$ cat config.mk
export PLATFORM = sky130hd
export DESIGN_NAME = nvac_ctrl
export DESIGN_NICKNAME = d
export VERILOG_FILES = /design/src/nvac_pkg.sv /design/src/nvac_if.sv /design/src/nvac_unlock.sv /design/src/nvac_mem.sv /design/src/nvac_ctrl.sv
export VERILOG_INCLUDE_DIRS = /design/src /design/src/src
export SDC_FILE = /design/constraint.sdc
export NUM_CORES = 2
export LEC_CHECK = 0
export ABC_AREA = 1
export BUFFER_PORTS_ARGS = -buffer_cell sky130_fd_sc_hd__buf_2
export CAP_MARGIN = 25
export CORE_MARGIN = 2
export CORE_UTILIZATION = 65
export CTS_BUF_LIST = sky130_fd_sc_hd__clkbuf_4
export DETAILED_ROUTE_END_ITERATION = 16
export GPL_ROUTABILITY_DRIVEN = 0
export PLACE_DENSITY_LB_ADDON = 0.08
export SLEW_MARGIN = 40
export SYNTH_ARGS = -nofsm -noshare
export SYNTH_HDL_FRONTEND = slang
export SYNTH_HIERARCHICAL = 1
export SYNTH_SLANG_ARGS = --single-unit
$ cat constraint.sdc
create_clock -name mclk -period 3.32 [get_ports mclk]
set_clock_uncertainty 0.05 [all_clocks]
set_input_delay 0.332 -clock mclk [delete_from_list [all_inputs] [get_ports mclk]]
set_output_delay 0.332 -clock mclk [all_outputs]
set_load 0.1 [all_outputs]
$ cat src/nvac_defines.svh
`ifndef NVAC_DEFINES_SVH
`define NVAC_DEFINES_SVH

// register byte offsets on the bus
`define NVAC_OFS_ADR_LO   8'h00
`define NVAC_OFS_ADR_HI   8'h04
`define NVAC_OFS_DAT_LO   8'h08
`define NVAC_OFS_DAT_HI   8'h0C
`define NVAC_OFS_CTL      8'h10
`define NVAC_OFS_UNLOCK   8'h14
`define NVAC_OFS_STATUS   8'h18
`define NVAC_OFS_MASK     8'h1C

// control register fields
`define NVAC_BIT_SPACE    7
`define NVAC_BIT_ABORT    3
`define NVAC_BIT_PERMIT   2
`define NVAC_BIT_WR       1
`define NVAC_BIT_RD       0

// status and mask fields
`define NVAC_IRQ_DONE     0
`define NVAC_IRQ_ABORT    1
`define NVAC_IRQ_RDONE    2

// unlock keys
`define NVAC_KEY1         8'h55
`define NVAC_KEY2         8'hAA

// reset values
`define NVAC_RST_BYTE     8'h00
`define NVAC_RST_IRQ      3'h0

// timing
`define NVAC_CLK_NS       20
`define NVAC_WR_TIME_NS   320
`define NVAC_WR_CYCLES \
  ((`NVAC_WR_TIME_NS + `NVAC_CLK_NS - 1) / `NVAC_CLK_NS)

`endif

$ cat src/nvac_pkg.sv
package nvac_pkg;

  typedef enum logic [5:0] {
    S_IDLE  = 6'h01,
    S_DLOAD = 6'h02,
    S_PSKIP = 6'h04,
    S_PACC  = 6'h08,
    S_PLOAD = 6'h10,
    S_WRITE = 6'h20
  } nvac_state_e;

  typedef enum logic [2:0] {
    U_IDLE  = 3'h1,
    U_GOT1  = 3'h2,
    U_ARMED = 3'h4
  } nvac_unl_e;

endpackage : nvac_pkg

$ cat src/nvac_if.sv
`timescale 1ns/1ps
interface nvac_if;
  logic       acc;
  logic       unl_wr;
  logic [7:0] wdata;
  logic       armed;
  logic       mem_re;
  logic       mem_we;
  logic [7:0] mem_addr;
  logic [7:0] mem_wdata;
  logic [7:0] mem_rdata;

  modport ctl (output acc, unl_wr, wdata, mem_re, mem_we, mem_addr,
               mem_wdata, input armed, mem_rdata);
  modport unl (input acc, unl_wr, wdata, output armed);
  modport mem (input mem_re, mem_we, mem_addr, mem_wdata,
               output mem_rdata);
endinterface : nvac_if

$ cat src/nvac_unlock.sv
`timescale 1ns/1ps
`include "nvac_defines.svh"
module nvac_unlock
  import nvac_pkg::*;
(
  // clock and reset
  input wire logic mclk,
  input wire logic rst_n,
  // link to the controller
  nvac_if.unl      lnk
);

  typedef struct packed {
    nvac_unl_e state;
  } nvac_unl_s;

  nvac_unl_s st;
  nvac_unl_s next_st;

  // any other access between the steps drops back to idle
  always_comb begin
    next_st = st;
    if (lnk.acc) begin
      case (st.state)
        U_IDLE: begin
          if (lnk.unl_wr && lnk.wdata == `NVAC_KEY1)
            next_st.state = U_GOT1;
        end
        U_GOT1: begin
          if (lnk.unl_wr && lnk.wdata == `NVAC_KEY2)
            next_st.state = U_ARMED;
          else
            next_st.state = U_IDLE;
        end
        default: next_st.state = U_IDLE;
      endcase
    end
  end

  always_ff @(posedge mclk or negedge rst_n) begin
    if (!rst_n) st.state <= U_IDLE;
    else        st <= next_st;
  end

  assign lnk.armed = (st.state == U_ARMED);
endmodule : nvac_unlock

$ cat src/nvac_mem.sv
`timescale 1ns/1ps
module nvac_mem #(
  parameter int DEPTH = 256
) (
  // clock
  input wire logic mclk,
  // port from the controller
  nvac_if.mem      port
);

  logic [7:0] cells [DEPTH];
  logic [7:0] rdata;

  // no reset: cell contents are nonvolatile, read data is a register
  always_ff @(posedge mclk) begin
    if (port.mem_we) cells[port.mem_addr] <= port.mem_wdata;
    if (port.mem_re) rdata <= cells[port.mem_addr];
  end

  assign port.mem_rdata = rdata;

endmodule : nvac_mem

$ cat src/nvac_ctrl.sv
// Overview of operation
// - data read: address, space bit clear, read strobe; byte next cycle
// - low data keeps its value until another read or a software write
// - a byte write starts only after 55h, AAh to unlock, then write strobe
// - write strobe cannot be set unless write permit is already set
// - hardware never clears write permit; only software changes it
// - a started write finishes even if permit is cleared meanwhile
// - write end clears the write strobe and sets the complete flag
// - the complete flag stays set until software clears it
// - flash read: both address bytes, space bit set, read strobe
// - flash is accessed in the second cycle; that fetch is discarded
// - flash word lands in both data registers after access and stays
// - write strobe with space bit set is dropped, nothing happens
// - abort flag set when a write is cut short by a reset cause
// - hardware clears the read strobe; software can only set it
//
// The AHB-Lite interface to the registers and the register offsets were left to the implementer.
`timescale 1ns/1ps
`include "nvac_defines.svh"
module nvac_ctrl
  import nvac_pkg::*;
#(
  parameter int FLASH_AW  = 13,
  parameter int FLASH_DW  = 14,
  parameter int EE_DEPTH  = 256,
  parameter int WR_CYCLES = `NVAC_WR_CYCLES
) (
  // clock and reset
  input  wire logic                mclk,
  input  wire logic                reset_n,
  // ahb-lite slave
  input  wire logic                hsel,
  input  wire logic [31:0]         haddr,
  input  wire logic [1:0]          htrans,
  input  wire logic                hwrite,
  input  wire logic [2:0]          hsize,
  input  wire logic [31:0]         hwdata,
  input  wire logic                hready,
  output logic                     hreadyout,
  output logic                     hresp,
  output logic [31:0]              hrdata,
  // interrupt
  output logic                     irq,
  // program flash read port
  output logic [FLASH_AW-1:0]      flash_addr,
  output logic                     flash_rd,
  input  wire logic [FLASH_DW-1:0] flash_rdata,
  // core side
  output logic                     fetch_squash,
  input  wire logic                abort_pin
);

  localparam int HW = FLASH_AW - 8;
  localparam int DW = FLASH_DW - 8;

  typedef struct packed {
    logic [2:0]  asy;
    logic        abort_lvl;
    logic        pend;
    logic        pwr;
    logic        pok;
    logic [2:0]  pidx;
    logic        hready;
    logic [31:0] hrdata;
    logic        irq;
    logic [7:0]  adr_lo;
    logic [HW-1:0] adr_hi;
    logic [7:0]  dat_lo;
    logic [DW-1:0] dat_hi;
    logic        space;
    logic        write_abort_flag;
    logic        permit;
    logic        wr;
    logic        rd;
    logic [2:0]  status;
    logic [2:0]  mask;
    nvac_state_e state;
    logic [15:0] cnt;
    logic [FLASH_AW-1:0] faddr;
    logic        frd;
    logic        squash;
  } nvac_ctl_s;

  localparam nvac_ctl_s RST = '{state: S_IDLE, hready: 1'b1,
                                default: '0};

  nvac_ctl_s   st;
  nvac_ctl_s   next_st;
  logic [1:0]  rsync;
  logic        rst_n;
  logic        acc;
  logic        dwr;
  logic        drd;
  logic [7:0]  wd;
  logic        ctl_w;
  logic        abort_ev;
  logic        mem_re;
  logic        mem_we;

  nvac_if lnk ();

  nvac_unlock u_unlock (
    .mclk  (mclk),
    .rst_n (rst_n),
    .lnk   (lnk.unl)
  );

  nvac_mem #(.DEPTH(EE_DEPTH)) u_mem (
    .mclk (mclk),
    .port (lnk.mem)
  );

  // reset is released on the clock, asserted at once
  always_ff @(posedge mclk or negedge reset_n) begin
    if (!reset_n) rsync <= 2'h0;
    else          rsync <= {rsync[0], 1'b1};
  end
  assign rst_n = rsync[1];

  // word index match; every register sits on its own aligned word
  function automatic logic hit(input logic [2:0] idx,
                               input logic [7:0] ofs);
    return idx == ofs[4:2];
  endfunction : hit

  // every transfer takes one wait state; the access acts at its end
  assign acc   = st.pend && st.pok;
  assign dwr   = acc && st.pwr;
  assign drd   = acc && !st.pwr;
  assign wd    = hwdata[7:0];
  assign ctl_w = dwr && hit(st.pidx, `NVAC_OFS_CTL);

  // pin rise counts once the second and third stages agree on a high level
  assign abort_ev = (st.asy[1] == st.asy[2]) && st.asy[2]
                    && !st.abort_lvl;

  assign lnk.acc       = acc;
  assign lnk.unl_wr    = dwr && hit(st.pidx, `NVAC_OFS_UNLOCK);
  assign lnk.wdata     = wd;
  assign lnk.mem_re    = mem_re;
  assign lnk.mem_we    = mem_we;
  assign lnk.mem_addr  = st.adr_lo;
  assign lnk.mem_wdata = st.dat_lo;

  always_comb begin
    logic [31:0] rv;
    rv      = '0;
    next_st = st;
    mem_re  = 1'b0;
    mem_we  = 1'b0;

    next_st.asy = {st.asy[1:0], abort_pin};
    if (st.asy[1] == st.asy[2]) next_st.abort_lvl = st.asy[2];

    // bus address and data phases
    if (st.pend) begin
      next_st.pend   = 1'b0;
      next_st.hready = 1'b1;
    end else if (hsel && htrans[1] && hready && st.hready) begin
      next_st.pend   = 1'b1;
      next_st.pwr    = hwrite;
      next_st.pok    = (haddr[31:5] == 27'h0000000);
      next_st.pidx   = haddr[4:2];
      next_st.hready = 1'b0;
    end

    // read data; unmapped addresses read as zero
    if (hit(st.pidx, `NVAC_OFS_ADR_LO)) rv[7:0]    = st.adr_lo;
    if (hit(st.pidx, `NVAC_OFS_ADR_HI)) rv[HW-1:0] = st.adr_hi;
    if (hit(st.pidx, `NVAC_OFS_DAT_LO)) rv[7:0]    = st.dat_lo;
    if (hit(st.pidx, `NVAC_OFS_DAT_HI)) rv[DW-1:0] = st.dat_hi;
    if (hit(st.pidx, `NVAC_OFS_CTL)) begin
      rv[`NVAC_BIT_SPACE]  = st.space;
      rv[`NVAC_BIT_ABORT]  = st.write_abort_flag;
      rv[`NVAC_BIT_PERMIT] = st.permit;
      rv[`NVAC_BIT_WR]     = st.wr;
      rv[`NVAC_BIT_RD]     = st.rd;
    end
    if (hit(st.pidx, `NVAC_OFS_STATUS)) rv[2:0] = st.status;
    if (hit(st.pidx, `NVAC_OFS_MASK))   rv[2:0] = st.mask;
    if (st.pend && !st.pwr) next_st.hrdata = st.pok ? rv : 32'h00000000;

    // reading status clears it; later sets in this cycle win
    if (drd && hit(st.pidx, `NVAC_OFS_STATUS)) next_st.status = 3'h0;

    // software writes
    if (dwr && hit(st.pidx, `NVAC_OFS_ADR_LO)) next_st.adr_lo = wd;
    if (dwr && hit(st.pidx, `NVAC_OFS_ADR_HI)) next_st.adr_hi = wd[HW-1:0];
    if (dwr && hit(st.pidx, `NVAC_OFS_DAT_LO)) next_st.dat_lo = wd;
    if (dwr && hit(st.pidx, `NVAC_OFS_DAT_HI)) next_st.dat_hi = wd[DW-1:0];
    if (dwr && hit(st.pidx, `NVAC_OFS_MASK))   next_st.mask = wd[2:0];
    if (ctl_w) begin
      next_st.space  = wd[`NVAC_BIT_SPACE];
      next_st.write_abort_flag = wd[`NVAC_BIT_ABORT];
      next_st.permit = wd[`NVAC_BIT_PERMIT];
      // strobes only set from software; a busy block ignores them
      if (st.state == S_IDLE) begin
        if (wd[`NVAC_BIT_RD]) begin
          next_st.rd = 1'b1;
          if (wd[`NVAC_BIT_SPACE]) begin
            next_st.state = S_PSKIP;
          end else begin
            mem_re        = 1'b1;
            next_st.state = S_DLOAD;
          end
        end else if (wd[`NVAC_BIT_WR] && !wd[`NVAC_BIT_SPACE]
                     && st.permit && lnk.armed) begin
          next_st.wr    = 1'b1;
          next_st.cnt   = 16'(WR_CYCLES - 1);
          next_st.state = S_WRITE;
        end
      end
    end

    case (st.state)
      S_IDLE: begin
      end
      S_DLOAD: begin
        next_st.dat_lo = lnk.mem_rdata;
        next_st.rd     = 1'b0;
        next_st.status[`NVAC_IRQ_RDONE] = 1'b1;
        next_st.state  = S_IDLE;
      end
      S_PSKIP: begin
        // second cycle after the strobe belongs to the flash
        next_st.faddr  = {st.adr_hi, st.adr_lo};
        next_st.frd    = 1'b1;
        next_st.squash = 1'b1;
        next_st.state  = S_PACC;
      end
      S_PACC: begin
        next_st.frd    = 1'b0;
        next_st.squash = 1'b0;
        next_st.state  = S_PLOAD;
      end
      S_PLOAD: begin
        next_st.dat_lo = flash_rdata[7:0];
        next_st.dat_hi = flash_rdata[FLASH_DW-1:8];
        next_st.rd     = 1'b0;
        next_st.status[`NVAC_IRQ_RDONE] = 1'b1;
        next_st.state  = S_IDLE;
      end
      S_WRITE: begin
        // permit is not consulted here, so clearing it cannot stop us
        if (abort_ev) begin
          // the cell is left untouched; a half-written byte is never stored
          next_st.wr    = 1'b0;
          next_st.write_abort_flag = 1'b1;
          next_st.status[`NVAC_IRQ_ABORT] = 1'b1;
          next_st.state = S_IDLE;
        end else if (st.cnt == 16'h0000) begin
          mem_we        = 1'b1;
          next_st.wr    = 1'b0;
          next_st.status[`NVAC_IRQ_DONE] = 1'b1;
          next_st.state = S_IDLE;
        end else begin
          next_st.cnt = st.cnt - 16'h0001;
        end
      end
      default: next_st.state = S_IDLE;
    endcase

    next_st.irq = |(next_st.status & next_st.mask);
  end

  always_ff @(posedge mclk or negedge rst_n) begin
    if (!rst_n) st <= RST;
    else        st <= next_st;
  end

  assign hreadyout    = st.hready;
  assign hresp        = st.pend && 1'b0;
  assign hrdata       = st.hrdata;
  assign irq          = st.irq;
  assign flash_addr   = st.faddr;
  assign flash_rd     = st.frd;
  assign fetch_squash = st.squash;
endmodule : nvac_ctrl

==> impl_metrics.json <==
{
  "status": "finished clean",
  "fin_util_pct": 74.8,
  "yosysWarnings": 6,
  "routed_wl_mm": 237,
  "synth_area_sq_um": 90300,
  "drc_errors": 0,
  "hp-start": "hwdata[7]",
  "track_usage_pct": 33.6,
  "hold_end": "u_mem/port.mem_rdata[4]$_DFFE_PP_",
  "use_met3_pct": 7.24,
  "synth.distinct_cells": 41,
  "vias": 65200,
  "grt_use_met1_pct": 44.7,
  "root_buffer": "clkbuf_4",
  "drt-wirelength-per-cell_um": 20.3,
  "grt_pass1_wl_mm": 358,
  "clock_sinks": 2155,
  "dr.pass1.iters": 8,
  "setup_slack_ns": 0.0298,
  "syn_avg_cell_area_sq_um": 10.4,
  "cp-start-kind": "flip-flop",
  "cts_made_buffers": 558,
  "netlist.area_leader.share_pct": 68.3,
  "r2r_end": "u_mem/port.mem_rdata[1]$_DFFE_PP_",
  "async_reset_ff_share_pct": 4.59,
  "crit_type": "reg2reg",
  "synthCells": 8719,
  "tns_ns": 0,
  "syn_to_final_growth_pct": 14.0,
  "post-place-ws_ns": 0.141,
  "tightestPinTransition_ns": 0.878,
  "reg2regPathDepth": 14,
  "final_area_sq_um": 103000,
  "setup_viol": 0,
  "initial_core_util_pct": 65.6,
  "slew_headroom_pct": 41.3,
  "clk_pin_slew_ns": 0.07,
  "hold_violations": 0,
  "cp-end-kind": "flip-flop",
  "antenna_found_initial": 10,
  "max_freq_ghz": 0.304,
  "die_w_um": 377,
  "postRouteAntennaNets": 0,
  "via_per_inst": 5.60,
  "core-area_sq_um": 138000,
  "p_per_area_nw_per_um2": 498,
  "irDropWorstVdd_mv": 0.392,
  "rr_startpoint": "lnk.mem_addr[1]$_DFFE_PN0P_",
  "grt_use_met2_pct": 52.8,
  "rrSetupSlack_ns": 0.03,
  "slew_viol_final": 0,
  "leakagePower_nw": 48.1,
  "yosys_most_used_dff": "edfxtp_1",
  "nets": 9595,
  "synth_top_area_cell": "edfxtp_1",
  "hold_class": "in2reg",
  "drt-initial-drc-count": 7749,
  "cp.required_ns": 4.26,
  "ys_seq_area_share_pct": 71.1,
  "synth-edff-count": 2056,
  "arrival_ns": 4.23,
  "hold_depth": 4,
  "clockBufferDepth": 4,
  "synthTopCellsByArea": "edfxtp_1 68%, nand2_1 21%, dfrtp_1 2.7%, nor2_1 1.8%, nand3_1 1.3%",
  "drive_gt1_share_pct": 15.1,
  "die_h_um": 377,
  "top_usage_layer": "met2",
  "io_buffers": 83,
  "die_area_sq_um": 142000,
  "path_max_fanout": 59,
  "maxCapViolations": 0,
  "grt_pass1_vias": 63200,
  "dpl_cell_area_sq_um": 95600,
  "fin_crit_sh_pct": 99.1,
  "synth.ff_latch_count": 2155,
  "grt_max_degree": 123,
  "grt_overflow": 0,
  "htree_levels": 6,
  "n_fill_cell": 9375,
  "fp-row-count": 136,
  "dpl.hpwl_mm": 141,
  "worstSkewPairLatency_ns": 1.30,
  "cts_tree": "yes",
  "finalCriticalPeriod_ns": 3.29,
  "io_pins": 139
}
[cell usage after synthesis (all sizes together) (3+ instances only)]
master  instances
a21oi          56
buf           299
clkbuf        173
dfrtp          96
dfstp           3
edfxtp       2056
inv           127
nand2        4956
nand3         243
nand4           9
nor2          440
nor3            8
nor4            5
o211ai          7
o21ai         223
[power breakdown]
group	internal, mW	total [mW]	switching, mW	leakage [nW]
clock	11.3	21.4	10.0	3.93
sequential	29.3	29.4	0.0400	25.5
combinational	0.185	0.561	0.376	18.7
[worst max-delay path: stages, from the launching register on]
cell and delay, ns:
dfrtp_4 0.65, inv_16 0.26, nor2_8 0.10, buf_12 0.21, buf_4 0.24, nand2_1 0.07, nand3_1 0.07, nand2_1 0.06
nand2_1 0.06, o21ai_1 0.26, nand2_1 0.23, nor2_1 0.22, nor2_1 0.09, nor2_2 0.25, nand2_1 0.11
[through the flow]
stage / instances / hold slack, ns / power (mW)
global route: 11600 / 0.0691 / 53.1
detailed placement: 10600 / 0.0762 / 30.4
floorplan: 8743 / -0.0136 / 30.3
finish: 11600 / 0.173 / 51.3
global placement: 10600 / 0.0697 / 30.4
CTS: 11600 / 0.0195 / 51.7
[cell type report]
class | instances | area (sq um) | share of cell area (%)
clock inverter | 115 | 634 | 0.616
inverter | 128 | 517 | 0.502
clock buffer | 783 | 5880 | 5.71
timing repair buffer | 673 | 5960 | 5.79
antenna | 9 | 22.5 | 0.0219
sequential | 2155 | 64300 | 62.4
multi-input combinational | 5988 | 23500 | 22.8
tap | 1794 | 2240 | 2.18
[logic make-up after synthesis]
family                     after synthesis  share of synthesized area (%)
and+or+nand+nor                       5664                           24.1
DFF                                   2155                           71.1
buffers and inverters                  600                           3.05
AOI/OAI and AO/OA                      291                           1.65
xor gates and xnor gates                 3                         0.0291
adders and majority gates                2                         0.0277
other                                    2                        0.00831
muxes                                    2                         0.0249
[worst max-delay path by stage]
stage | startpoint | end | cells past startpoint
2_1_floorplan | lnk.mem_wdata[3]$_DFFE_PN0P_ | u_mem/cells[0][3]$_DFFE_PP_ | 0
6_report | lnk.mem_addr[1]$_DFFE_PN0P_ | u_mem/port.mem_rdata[1]$_DFFE_PP_ | 14
3_3_place_gp | lnk.mem_addr[0]$_DFFE_PN0P_ | u_mem/port.mem_rdata[1]$_DFFE_PP_ | 15
5_1_grt | lnk.mem_addr[1]$_DFFE_PN0P_ | u_mem/port.mem_rdata[1]$_DFFE_PP_ | 14
4_1_cts | lnk.mem_addr[1]$_DFFE_PN0P_ | u_mem/port.mem_rdata[1]$_DFFE_PP_ | 14
3_5_place_dp | lnk.mem_addr[1]$_DFFE_PN0P_ | u_mem/port.mem_rdata[1]$_DFFE_PP_ | 14
[state kept, by name (all words and copies together) (netlist names)]
register and flops:
flash_rd 1, flash_addr 13, hreadyout 1, u_mem/port.mem_rdata 8, u_unlock/st 3, st 52, irq 1, lnk.mem_wdata 8
u_mem/cells 2048, rsync 2, hrdata 8, lnk.mem_addr 8, next_st 2
[cells in the final DEF, fill, tap and decap left out, drive strengths merged, types with 8 or more instances in the layout]
master / n
nand4: 9
nand2: 4956
conb: 26
edfxtp: 2056
nor3: 8
dfrtp: 96
clkbuf: 783
nor2: 440
inv: 141
diode: 9
nand3: 243
dlygate4sd3: 87
a21oi: 56
clkinv: 94
buf: 586
o21ai: 223
[per-layer routing]
layer | wire (um) | part of all wire [%]
met5 | 0 | 0
met4 | 10700 | 4.5
met3 | 24400 | 10
met2 | 111000 | 47
met1 | 90400 | 38
[timing repair]
action | CTS | global route
resized for setup | 0 | 7
hold buffers | 87 | 0
hold endpoints to repair | 77 | 0
setup buffers | 0 | 2
setup endpoints to repair | 0 | 25
(Power assumes the default switching activity.)
